### config.mk
export PLATFORM = sky130hd
export DESIGN_NAME = bor_reset_ctrl
export DESIGN_NICKNAME = d
export VERILOG_FILES = /design/src/inc/bor_pkg.sv /design/src/hw/bor_reset_ctrl.sv
export VERILOG_INCLUDE_DIRS = /design/src /design/src/inc
export SDC_FILE = /design/constraint.sdc
export NUM_CORES = 1
export LEC_CHECK = 0
export BUFFER_PORTS_ARGS = -buffer_cell sky130_fd_sc_hd__buf_4
export CAP_MARGIN = 20
export CORE_ASPECT_RATIO = 1.1
export CORE_MARGIN = 2
export CORE_UTILIZATION = 28
export DETAILED_ROUTE_END_ITERATION = 10
export PLACE_DENSITY_LB_ADDON = 0.25
export REMOVE_ABC_BUFFERS = 1
export SYNTH_ARGS = -nofsm -noshare
export SYNTH_HDL_FRONTEND = slang
export SYNTH_SLANG_ARGS = --single-unit
### constraint.sdc
create_clock -name i_clock -period 2.1 [get_ports i_clock]
set_input_delay 0 -clock i_clock [delete_from_list [all_inputs] [get_ports i_clock]]
set_output_delay 0 -clock i_clock [all_outputs]
set_load 0.005 [all_outputs]
### src/inc/bor_params.svh
// Offsets, field positions, reset values and timing counts of the reset controller
`ifndef BOR_PARAMS_SVH
`define BOR_PARAMS_SVH

// Register map (byte addresses on the plain register port)
`define BOR_ADDR_W 4
`define BOR_OFS_CONTROL 4'h0
`define BOR_OFS_EVT_STATUS 4'h1
`define BOR_OFS_EVT_MASK 4'h2

// Control register fields
`define BOR_SW_EN_BIT 7
`define BOR_READY_BIT 0
`define BOR_SW_EN_RST 1'b1

// Mode encodings
`define BOR_MODE_OFF 2'h0
`define BOR_MODE_SW 2'h1
`define BOR_MODE_AWAKE 2'h2
`define BOR_MODE_ON 2'h3

// Event status bits
`define BOR_EVT_W 4
`define BOR_EVT_BROWNOUT 0
`define BOR_EVT_RESET 1
`define BOR_EVT_READY 2
`define BOR_EVT_DIP 3

// Timing
`define BOR_CLK_MHZ 50
`define BOR_FILTER_NS 1000
`define BOR_FILTER_CYC ((`BOR_FILTER_NS * `BOR_CLK_MHZ + 999) / 1000)
`define BOR_PWRUP_MS 64
`define BOR_PWRUP_CYC (`BOR_PWRUP_MS * 1000 * `BOR_CLK_MHZ)
`define BOR_CNT_W 24

`endif

### src/inc/bor_pkg.sv
// Types shared by the reset controller
package bor_pkg;

    typedef enum logic [1:0] {
        BOR_ST_HOLD,
        BOR_ST_PWRUP,
        BOR_ST_WAIT_RDY,
        BOR_ST_RUN
    } bor_state_t;

    typedef struct packed {
        logic por;
        logic brownout;
        logic low_power_brownout;
        logic external_clear_pin;
        logic watchdog;
        logic reset_instr;
        logic stack_overflow;
        logic stack_underflow;
        logic prog_exit;
        logic exec_violation_reset;
    } bor_src_t;

    typedef struct packed {
        logic [7:0] addr;
        logic [7:0] wdata;
        logic wr;
        logic rd;
    } bor_req_t;

endpackage : bor_pkg

### src/hw/bor_reset_ctrl.sv
// Reset controller: brown-out gating, power-up delay and reset source merging
//
// Added by the designer: the register offsets and strobed register access.
`timescale 1ns/1ps
`include "bor_params.svh"
// Operation
// RQ1 - Core stays in reset while power-on detector reports supply too low.
// RQ2 - Ten reset sources accepted: POR, brown-outs, pin, watchdog, instruction, stack, exit, violation.
// RQ3 - Enabled power-up delay extends reset after power-on or brown-out.
// RQ4 - Mode 11: detector always on; start-up waits for ready and supply good.
// RQ5 - Mode 11: wake not delayed; ready already 1 before execution.
// RQ6 - Mode 10: detector on when awake, off in Sleep; start-up waits.
// RQ7 - Mode 10: no protection in Sleep; wake waits for detector ready.
// RQ8 - Mode 01: software enable switches detector; start-up does not wait.
// RQ9 - Software mode: protection once ready; Sleep does not change it.
// RQ10 - Mode 00: detector always off; start-up does not wait.
// RQ11 - Software enable at bit 7 always read/write; effective only in mode 01.
// RQ12 - Software enable resets to 1 on POR/brown-out, kept otherwise.
// RQ13 - Ready at bit 0 reads 1 while detector active, 0 otherwise.
// RQ14 - Bits 6 to 1 of control read zero and ignore writes.
// RQ15 - Brown-out reset only after supply low longer than filter time.
// RQ16 - Level select is passed through to the detector threshold.
// RQ17 - Low-power brown-out ORed with brown-out, same status flag.
// RQ18 - Reset asserted asynchronously, released synchronously after all sources clear.
module bor_reset_ctrl
    import bor_pkg::*;
#(
    parameter int PWRUP_CYC = `BOR_PWRUP_CYC
) (
    // Clock and reset
    input wire logic i_clock,
    input wire logic i_reset_n,
    // Configuration
    input wire logic [1:0] i_brownout_mode_cfg,
    input wire logic [1:0] i_brownout_level_sel,
    input wire logic i_powerup_delay_timer_en,
    input wire logic i_sleep,
    // Analog detectors (asynchronous)
    input wire logic i_por_low,
    input wire logic i_supply_below_threshold,
    input wire logic i_detector_ready,
    input wire logic i_low_power_brownout,
    input wire logic i_external_clear_pin_n,
    // Digital reset requests (system clock)
    input wire logic i_watchdog_rst,
    input wire logic i_reset_instr,
    input wire logic i_stack_overflow,
    input wire logic i_stack_underflow,
    input wire logic i_prog_exit,
    input wire logic i_exec_violation_reset,
    // Register port
    input wire logic [7:0] i_addr,
    input wire logic [7:0] i_wdata,
    input wire logic i_wr,
    input wire logic i_rd,
    output logic [7:0] o_rdata,
    // Outputs
    output logic o_detector_enable,
    output logic [1:0] o_brownout_level_sel,
    output logic o_core_reset_n,
    output logic o_cpu_run,
    output logic o_brownout_reset,
    output logic o_irq
);

    // ************************************************************
    // State
    // ************************************************************
    typedef struct packed {
        logic [1:0] por_s;
        logic [1:0] low_s;
        logic [1:0] rdy_s;
        logic [1:0] lp_s;
        logic [1:0] clr_s;
        logic sw_en;
        logic [`BOR_CNT_W-1:0] filt_cnt;
        logic [`BOR_CNT_W-1:0] pwr_cnt;
        bor_state_t st;
        logic [`BOR_EVT_W-1:0] evt;
        logic [`BOR_EVT_W-1:0] mask;
        logic rdy_q;
        logic [7:0] rdata;
        logic det_en;
        logic [1:0] lvl;
        logic run;
        logic bor;
        logic irq;
        logic prot_q;
    } bor_regs_t;

    localparam logic [`BOR_CNT_W-1:0] FILT_MAX = `BOR_CNT_W'(`BOR_FILTER_CYC);
    localparam logic [`BOR_CNT_W-1:0] PWR_MAX = `BOR_CNT_W'(PWRUP_CYC);

    bor_regs_t r_ff;
    bor_regs_t nxt_r;
    bor_src_t src;
    logic por_async;
    logic held_ff;
    logic held_sync_ff;
    logic core_rst_n_ff;

    logic por_low;
    logic sup_low;
    logic det_rdy;
    logic det_on;
    logic need_wait;
    logic brown_evt;
    logic dig_rst;
    logic wake_block;

    logic wr_ctl;
    logic wr_mask;
    logic rd_ctl;
    logic rd_status;
    logic rd_mask;

    // ************************************************************
    // Detector gating
    // ************************************************************
    always_comb begin
        por_low = r_ff.por_s[1];
        sup_low = r_ff.low_s[1];
        det_rdy = r_ff.rdy_s[1];

        case (i_brownout_mode_cfg)
            `BOR_MODE_ON: begin
                det_on = 1'b1; // RQ4
            end
            `BOR_MODE_AWAKE: begin
                det_on = ~i_sleep; // RQ6 RQ7
            end
            `BOR_MODE_SW: begin
                // Sleep does not touch the software-controlled state
                det_on = r_ff.sw_en; // RQ8 RQ9 RQ11
            end
            default: begin
                det_on = 1'b0; // RQ10
            end
        endcase

        // Start-up gated by detector only in the two hardware-on modes
        need_wait = i_brownout_mode_cfg[1]; // RQ4 RQ6 RQ8 RQ10

        // Mode 10 resumes only with the detector ready; mode 11 is always ready
        wake_block = (i_brownout_mode_cfg == `BOR_MODE_AWAKE)
            && !i_sleep
            && !det_rdy; // RQ5 RQ7

        // Main detector protection valid only once it reports ready; the low-power trip is not gated
        brown_evt = (det_on & det_rdy & (r_ff.filt_cnt >= FILT_MAX))
            | r_ff.lp_s[1]; // RQ9 RQ17

        dig_rst = i_watchdog_rst
            | i_reset_instr
            | i_stack_overflow
            | i_stack_underflow
            | i_prog_exit
            | i_exec_violation_reset
            | ~r_ff.clr_s[1]; // RQ2
    end

    always_comb begin
        src = '0;
        src.por = por_low;
        src.brownout = brown_evt;
        src.low_power_brownout = r_ff.lp_s[1];
        src.external_clear_pin = ~r_ff.clr_s[1];
        src.watchdog = i_watchdog_rst;
        src.reset_instr = i_reset_instr;
        src.stack_overflow = i_stack_overflow;
        src.stack_underflow = i_stack_underflow;
        src.prog_exit = i_prog_exit;
        src.exec_violation_reset = i_exec_violation_reset;
    end

    // ************************************************************
    // Register decode
    // ************************************************************
    // Upper address bits must be zero, so the map does not alias
    always_comb begin
        wr_ctl = i_wr && (i_addr == {4'h0, `BOR_OFS_CONTROL});
        wr_mask = i_wr && (i_addr == {4'h0, `BOR_OFS_EVT_MASK});
        rd_ctl = i_rd && (i_addr == {4'h0, `BOR_OFS_CONTROL});
        rd_status = i_rd && (i_addr == {4'h0, `BOR_OFS_EVT_STATUS});
        rd_mask = i_rd && (i_addr == {4'h0, `BOR_OFS_EVT_MASK});
    end

    // ************************************************************
    // Next state
    // ************************************************************
    always_comb begin
        nxt_r = r_ff;
        nxt_r.por_s = {r_ff.por_s[0], i_por_low};
        nxt_r.low_s = {r_ff.low_s[0], i_supply_below_threshold};
        nxt_r.rdy_s = {r_ff.rdy_s[0], i_detector_ready};
        nxt_r.lp_s = {r_ff.lp_s[0], i_low_power_brownout};
        nxt_r.clr_s = {r_ff.clr_s[0], i_external_clear_pin_n};
        nxt_r.det_en = det_on;
        nxt_r.lvl = i_brownout_level_sel; // RQ16
        nxt_r.rdy_q = det_rdy;

        // ********************************************************
        // Dip filter
        // ********************************************************
        // Short dips restart the count; the count saturates so a long
        // dip keeps the brown-out asserted until the supply recovers
        if (det_on && sup_low) begin // RQ15
            if (r_ff.filt_cnt < FILT_MAX) begin
                nxt_r.filt_cnt = r_ff.filt_cnt + `BOR_CNT_W'(1);
            end
        end else begin
            nxt_r.filt_cnt = '0;
        end

        // ********************************************************
        // Start-up sequencer
        // ********************************************************
        case (r_ff.st)
            BOR_ST_HOLD: begin
                nxt_r.run = 1'b0;
                nxt_r.pwr_cnt = '0;
                if (!por_low && !brown_evt) begin // RQ1
                    if (i_powerup_delay_timer_en) begin
                        nxt_r.st = BOR_ST_PWRUP;
                    end else begin
                        nxt_r.st = BOR_ST_WAIT_RDY;
                    end
                end
            end
            BOR_ST_PWRUP: begin
                nxt_r.run = 1'b0;
                nxt_r.pwr_cnt = r_ff.pwr_cnt + `BOR_CNT_W'(1); // RQ3
                if (r_ff.pwr_cnt >= PWR_MAX - `BOR_CNT_W'(1)) begin
                    nxt_r.st = BOR_ST_WAIT_RDY;
                end
            end
            BOR_ST_WAIT_RDY: begin
                nxt_r.run = 1'b0;
                // Modes 00 and 01 start at once, whatever the detector says
                if (!need_wait || (det_rdy && !sup_low)) begin // RQ4 RQ6
                    nxt_r.st = BOR_ST_RUN;
                end
            end
            BOR_ST_RUN: begin
                nxt_r.run = ~dig_rst & ~wake_block; // RQ5 RQ7
            end
            default: begin
                nxt_r.run = 1'b0;
                nxt_r.st = BOR_ST_HOLD;
            end
        endcase

        // Power-on and brown-out always restart the whole sequence
        if (por_low || brown_evt) begin // RQ1 RQ3
            nxt_r.st = BOR_ST_HOLD;
            nxt_r.run = 1'b0;
        end
        nxt_r.bor = brown_evt; // RQ17
        nxt_r.prot_q = brown_evt;

        // ********************************************************
        // Register writes
        // ********************************************************
        // Software enable returns to 1 only on power-on, brown-out or i_reset_n
        if (por_low || brown_evt) begin
            nxt_r.sw_en = `BOR_SW_EN_RST; // RQ12
        end else if (wr_ctl) begin
            nxt_r.sw_en = i_wdata[`BOR_SW_EN_BIT]; // RQ11 RQ14
        end

        if (wr_mask) begin
            nxt_r.mask = i_wdata[`BOR_EVT_W-1:0];
        end

        // ********************************************************
        // Read data, one cycle later, zero otherwise
        // ********************************************************
        nxt_r.rdata = 8'h00;
        if (rd_ctl) begin
            nxt_r.rdata[`BOR_SW_EN_BIT] = r_ff.sw_en; // RQ11
            nxt_r.rdata[`BOR_READY_BIT] = det_rdy & det_on; // RQ13 RQ14
        end else if (rd_status) begin
            nxt_r.rdata = {4'h0, r_ff.evt};
        end else if (rd_mask) begin
            nxt_r.rdata = {4'h0, r_ff.mask};
        end

        // ********************************************************
        // Sticky events
        // ********************************************************
        // Read clears first, so an event in the same cycle wins
        if (rd_status) begin
            nxt_r.evt = '0;
        end
        if (brown_evt && !r_ff.prot_q) begin
            nxt_r.evt[`BOR_EVT_BROWNOUT] = 1'b1; // RQ17
        end
        if ((dig_rst || por_low) && r_ff.run) begin
            nxt_r.evt[`BOR_EVT_RESET] = 1'b1;
        end
        if (det_rdy && !r_ff.rdy_q) begin
            nxt_r.evt[`BOR_EVT_READY] = 1'b1;
        end
        if (det_on && sup_low && r_ff.filt_cnt == '0) begin
            nxt_r.evt[`BOR_EVT_DIP] = 1'b1;
        end

        // Level interrupt follows the stored events, not the raw ones
        nxt_r.irq = |(nxt_r.evt & nxt_r.mask);
    end

    always_ff @(posedge i_clock) begin
        if (!i_reset_n) begin
            r_ff <= '0;
            r_ff.sw_en <= `BOR_SW_EN_RST;
            r_ff.clr_s <= 2'b11;
            r_ff.st <= BOR_ST_HOLD;
        end else begin
            r_ff <= nxt_r;
        end
    end

    // ************************************************************
    // Core reset: asynchronous assert, synchronous release
    // ************************************************************
    // Held state combines registered detector sources with the unregistered digital reset inputs
    assign por_async = |src | (r_ff.st != BOR_ST_RUN);

    always_ff @(posedge i_clock or posedge por_async) begin
        if (por_async) begin // RQ18
            held_ff <= 1'b0;
            held_sync_ff <= 1'b0;
            core_rst_n_ff <= 1'b0;
        end else begin
            held_ff <= 1'b1;
            held_sync_ff <= held_ff;
            core_rst_n_ff <= held_sync_ff & i_reset_n; // RQ18
        end
    end

    // ************************************************************
    // Outputs
    // ************************************************************
    assign o_core_reset_n = core_rst_n_ff;
    assign o_rdata = r_ff.rdata;
    assign o_detector_enable = r_ff.det_en;
    assign o_brownout_level_sel = r_ff.lvl;
    assign o_cpu_run = r_ff.run;
    assign o_brownout_reset = r_ff.bor;
    assign o_irq = r_ff.irq;

endmodule : bor_reset_ctrl

==> reports/metrics.yaml, run 1 <==
status: "finished clean"
dr.pass1.iters: 4
insertion_delay_ns: 0.34
power_density_nw_per_um2: 922
cellLeakagePower_nw: 1.80
period_minus_slack_ns: 1.91
final-hold-violation-count: 0
antenna_found_initial: 0
avgViaCountPerCell: 4.76
ff2ff_setup_slack_ns: 0.19
synthToLayoutAreaGrowth_pct: 25.8
path_clk_slew_ns: 0.06
drtIter0Drc: 190
synth_flop_cell: "dfxtp_1"
clkSinkCount: 84
yosysSeqAreaShare_pct: 46.0
dp_hpwl_mm: 5.61
path_cells: "ha_1 > and3_1 > nand4_1 > a311o_1 > and3_1 > a211oi_2"
antenna_left: 0
layoutNonFillerInstCount: 605
holdBufCountCts: 16
cts_setup_buffers: 0
synth_area_leaders: "dfxtp_1 44%, and2_1 5.6%, nand2_1 3.2%, ha_1 3.1%, nor2_1 3.0%"
drc_errors: 0
coreArea_sq_um: 12800
grt_setup_unrepaired: "false"
wl_per_cell_microns: 13.3
cpMaxStageDelayCell: "a311o_1"
initial_utilization_pct: 28.9
grt_pass1_vias: 2898
synth_cell_types: 65
synth_cells: 390
relSlewSlack_pct: 64.1
cts_tree: "done"
fmax_mhz: 523
cts_resized: 0
hold_class: "in -> reg"
drive_gt1_share_pct: 19.6
dieArea_sq_um: 14100
ir_worst_vdd_uv: 356
async_flop_share_pct: 3.57
grt_max_degree: 28
cts_buffers: 9
worst-path-max-fanout: 6
ys_ff_latch: 84
cp-start-kind: "flip-flop"
synthesis.area_sq_um: 3690
antenna-diode-count: 0
via_count: 2878
cpMostUsedCell: "and3_1"
arrival_ns: 2.17
synth_edf_count: 0
drt_wl_total_mm: 8.06
finalClockSkew_ns: 0.00759
cap_violations: 0
report.final.setup_viol: 0
avgSynthCellArea_sq_um: 9.45
placement.io_buffers: 45
place_inst: 573
rows: 43
io_pins: 52
post-route-period-util_pct: 91.0
clockBufferDepth: 2
grt_use_total_pct: 12.1
tns_ns: 0
gp_congestion: 0.776
yosysTopAreaCell: "dfxtp_1"
worst_pin_slew_ns: 0.539
setup.worst_path.end_class: "flip-flop"
critPathKind: "reg -> reg"
die_w_microns: 113
grt_overflow: 0
die_h_microns: 124
worst_ep_required_time_ns: 2.36
finalNetCount: 489
root_buffer: "clkbuf_16"
final_max_slew_viol_count: 0
total_power_mw: 4.28
yosys_warnings: 0
synth_top_area_share_pct: 44.0
grt_pass1_wl_mm: 13.6
max_stage_delay_ns: 0.42
htree_levels: 3
==> worst max-delay path: cells and delay by family (launching register included) <==
kind                       cells  cell delay (ns)
DFF                            1             0.38
AOI/OAI and AO/OA              2             0.59
adders and majority gates      1             0.22
and+or+nand+nor                3             0.66
==> layer usage <==
layer  routed length (microns)  global-route usage (%)
met3                       296                    3.60
met1                      3720                    14.7
met4                        72                    4.09
met5                         0                       0
met2                      3980                    20.2
==> kinds of logic (layout without fill, tap and decap cells) <==
family | Yosys count | count (layout) | share of synthesized area [%]
other | 2 | 4 | 0.204
multiplexers | 12 | 12 | 3.36
AND/OR/NAND/NOR | 178 | 178 | 28.2
adder cells (fa/ha/maj) | 9 | 9 | 3.05
buffers and inverters | 40 | 96 | 6.18
flip-flops | 84 | 84 | 46.0
XOR/XNOR | 3 | 3 | 0.713
AO/OA/AOI/OAI | 62 | 62 | 12.3
==> path summary, 6_finish.rpt <==
| kind | startpoint | endpoint | cells after the start |
|---|---|---|---|
| min | i_stack_overflow | o_cpu_run | 4 |
| min reg2reg | por_low | o_core_reset_n | 1 |
| max reg2reg | r_ff[26] | r_ff[25] | 6 |
| min in group asynchronous | i_stack_overflow | o_core_reset_n | 4 |
| max in group asynchronous | r_ff[68] | held_sync_ff | 4 |
| max | r_ff[26] | r_ff[25] | 6 |
==> where the power goes <==
part | internal, mW | total [mW] | switching (mW) | leakage (nW)
Sequential | 1.64 | 1.68 | 0.0372 | 0.695
Combinational | 0.259 | 0.657 | 0.397 | 0.933
Clock | 1.31 | 1.94 | 0.631 | 0.175
==> registers in the layout, summed over array words and instances, names as in the netlist <==
register and cells:
held_sync_ff 1, por_low 1, o_cpu_run 1, det_rdy 1, nxt_r 5, held_ff 1, r_ff 64, o_brownout_level_sel 2
o_core_reset_n 1, o_detector_enable 1, o_irq 1, o_rdata 5
==> stage by stage <==
step,hold WS [ns],setup WS (ns),utilization (%),cell area (sq um)
3_3_place_gp,0.197,0.206,32.2,4100
4_1_cts,0.00227,0.183,36.4,4640
5_1_grt,0.0163,0.0565,36.4,4640
3_5_place_dp,0.197,0.192,32.2,4100
6_report,0.0134,0.190,36.4,4640
2_1_floorplan,0.0730,0.00304,-,3520
==> final cells by class <==
class,count,area (sq um)
fillers,1295,8110
clock inverters,6,135
flip-flops and latches,84,1700
multi-input cells,268,1770
repair buffers,66,548
inverters,14,52.6
clock buffers,10,239
well taps,157,196
==> cells in the final DEF, fill, tap and decap left out, types with 6 or more instances in the layout <==
cell	synthesis	routed
a21oi_1	20	20
and2_1	33	33
buf_4	11	49
clkbuf_16	0	9
dfxtp_1	81	81
dlygate4sd3_1	0	16
ha_1	9	9
inv_1	14	14
mux2i_1	9	9
nand2_1	31	31
nand2b_1	6	6
nand3_1	15	15
nand4_1	7	7
nor2_1	29	29
nor3_1	7	7
o21ai_0	7	7
==> Yosys cell counts (all sizes together), types with 2 or more instances <==
cell type  number
dfxtp          81
and2           34
nand2          31
nor2           29
a21oi          20
buf            17
nand3          17
inv            14
clkbuf          9
ha              9
mux2i           9
nor3            8
nor4            8
nand4           7
o21ai           7
nand2b          6
or4             6
nor4b           5
o311ai          5
or3             5
a22oi           4
and3            4
and4            4
nand3b          4
a211oi          3
a311oi          3
a31o            3
dfrtp           3
mux2            3
nor2b           3
nor3b           3
xnor2           3
a21o            2
a41oi           2
conb            2
nand4b          2
o41ai           2
No activity file was read; power rests on OpenSTA's default activity.
==> inputs of run 2 (changes only) <==
--- a/config.mk
+++ b/config.mk
@@ -9,7 +9,7 @@
 export BUFFER_PORTS_ARGS = -buffer_cell sky130_fd_sc_hd__buf_4
 export CAP_MARGIN = 20
 export CORE_ASPECT_RATIO = 1.1
-export CORE_MARGIN = 2
+export CORE_MARGIN = 1.5
 export CORE_UTILIZATION = 28
 export DETAILED_ROUTE_END_ITERATION = 10
 export PLACE_DENSITY_LB_ADDON = 0.25
==> run 2 against run 1 <==
The flow now finishes with violations (DRC). Worst hold slack lost 0.0086 ns. Critical path depth grew 1. Cell count grew 0.33%. Sequential cell count is the same. First-iteration DRC count shrank 31%. Critical path type unchanged. Critical endpoint is now r_ff[48]. Largest cell class unchanged.
==> reports/metrics.yaml, run 2 (synthesized netlist as in run 1, its figures left out) <==
status: "finished, violations left"
violations: "DRC"
power_density_nw_per_um2: 830  # -10%
via_count: 2893  # +0.52%
die_w_microns: 112  # -0.88%
final_max_slew_viol_count: 0  # unchanged
tns_ns: 0  # unchanged
rows: 43  # unchanged
worst_ep_required_time_ns: 2.30  # -0.06 ns
wl_per_cell_microns: 13.2  # -1.2%
grt_overflow: 0  # unchanged
avgViaCountPerCell: 4.77  # +0.19%
grt_setup_unrepaired: "false"
cts_buffers: 9  # unchanged
grt_pass1_vias: 2743  # -5.3%
cp-start-kind: "flip-flop"
io_pins: 52  # unchanged
htree_levels: 3  # unchanged
finalNetCount: 491  # +0.41%
insertion_delay_ns: 0.34  # about the same
hold_class: "in -> reg"
final_area_sq_um: 4540  # -2.1%
cp-startpoint: "r_ff[25]"
critical-path-top-delay-family: "simple AND/OR/NAND/NOR gates"
clockBufferDepth: 2  # unchanged
finalClockSkew_ns: 0.00913  # +0.00154 ns
fmax_mhz: 535  # +2.1%
cts_resized: 0  # unchanged
drt_wl_total_mm: 8.00  # -0.83%
dieArea_sq_um: 13900  # -1.7%
path_cells: "inv_1 > ha_1 > and4_1 > nand3_1 > or4_1 > nand4_1 > o31ai_1"
max_stage_delay_ns: 0.53  # +0.11 ns
cellLeakagePower_nw: 1.76  # -2.5%
hold_slack_ns: 0.00483  # -0.00861 ns
placement.io_buffers: 45  # unchanged
cts_setup_buffers: 0  # unchanged
antenna-diode-count: 0  # unchanged
cp_num_buf_inv: 1  # +1
worst_pin_slew_ns: 0.577  # +0.0382 ns
hold_start: "i_reset_instr"
cts_tree: "done"
largest_reg_flops: 64  # unchanged
cap_violations: 0  # unchanged
path_clk_slew_ns: 0.07  # about the same
root_buffer: "clkbuf_16"
final-hold-violation-count: 0  # unchanged
layout.cells.most_common: "dfxtp_1"
drive_gt1_share_pct: 19.6  # -0.087 points
grt_pass1_wl_mm: 13.1  # -4.0%
multi_input_area_sq_um: 1770  # unchanged
fillCellCount: 1314  # +1.5%
reg2reg_from: "r_ff[25]"
cpMaxStageDelayCell: "or4_1"
coreArea_sq_um: 12800  # unchanged
initial_utilization_pct: 28.9  # unchanged
dp_hpwl_mm: 5.72  # +2.1%
drtIter0Drc: 132  # -31%
dr.pass1.iters: 9  # +5
drc_errors: 6  # +6
gp_congestion: 0.764  # -1.5%
top_register: "r_ff"
grt_max_degree: 28  # unchanged
final_cell_mix: "81 x dfxtp_1, 51 x buf_4, 33 x and2_1, 31 x nand2_1, 29 x nor2_1"
ir_worst_vdd_uv: 352  # -0.99%
report.final.setup_viol: 0  # unchanged
total_power_mw: 3.77  # -12%
clkSinkCount: 84  # unchanged
place_ws_ns: 0.228  # +0.0361 ns
placed_area_sq_um: 4100  # -0.12%
antenna_left: 0  # unchanged
critPathKind: "reg -> reg"
arrival_ns: 2.08  # -0.09 ns
post-route-period-util_pct: 89.1  # -1.9 points
worst_slack_ns: 0.230  # +0.0401 ns
seq_area_sq_um: 1700  # unchanged
antenna_found_initial: 0  # unchanged
period_minus_slack_ns: 1.87  # -0.0401 ns
grt_use_total_pct: 12.1  # about the same
relSlewSlack_pct: 61.5  # -2.6 points
die_h_microns: 123  # -0.80%
synthToLayoutAreaGrowth_pct: 23.1
setup.worst_path.end_class: "flip-flop"
worst-path-max-fanout: 4  # -2
run 2: per-layer routing:
metal  part of all wire (%)  up-vias  routed length (microns)  track usage [%]
met2                     47       48                     3730             19.9
met3                    3.6       14                      291             3.04
met1                     48     1344                     3820             15.0
li1                       -     1487                        -                -
met4                    2.0        0                      157             5.54
met5                      0        -                        0                0
run 2: per-stage QoR:
stage	utilization, %	cells
6_report	35.6	607
5_1_grt	35.6	607
4_1_cts	35.6	607
3_5_place_dp	32.1	574
3_3_place_gp	32.1	574
2_1_floorplan	-	366
run 2: final cells by class:
cell class,instances,share of cell area [%]
multi-input cells,268,39.0
flip-flops and latches,84,37.4
repair buffers,68,12.2
clock buffers,10,5.04
well taps,157,4.33
inverters,14,1.16
clock inverters,6,0.910
run 2: what timing repair did:
item,4_1_cts,5_1_grt
endpoints found under the hold margin,14,0
hold buffers,17,0
setup endpoints to repair,0,0
run 2: final timing paths:
check	end	slack [ns]	cells past startpoint
min in group asynchronous	o_core_reset_n	0.24	4
max reg2reg	r_ff[48]	0.23	7
min reg2reg	o_core_reset_n	0.29	1
max in group asynchronous	held_ff	0.41	4
min	o_cpu_run	0.005	4
max	r_ff[48]	0.23	7
run 2: where the power goes:
group | internal [mW] | switching (mW) | leakage (nW)
combinational | 0.258 | 0.401 | 0.938
clock | 0.798 | 0.636 | 0.124
sequential | 1.64 | 0.0362 | 0.695
total | 2.70 | 1.07 | 1.76
run 2: worst register-to-register path, delay by kind of cell, from the launching register on:
| kind | cells | cell delay, ns |
|---|---|---|
| AND/OR/NAND/NOR | 4 | 1.03 |
| flip-flops | 1 | 0.34 |
| AO/OA/AOI/OAI | 1 | 0.08 |
| adder cells (fa/ha/maj) | 1 | 0.19 |
| buffers and inverters | 1 | 0.10 |
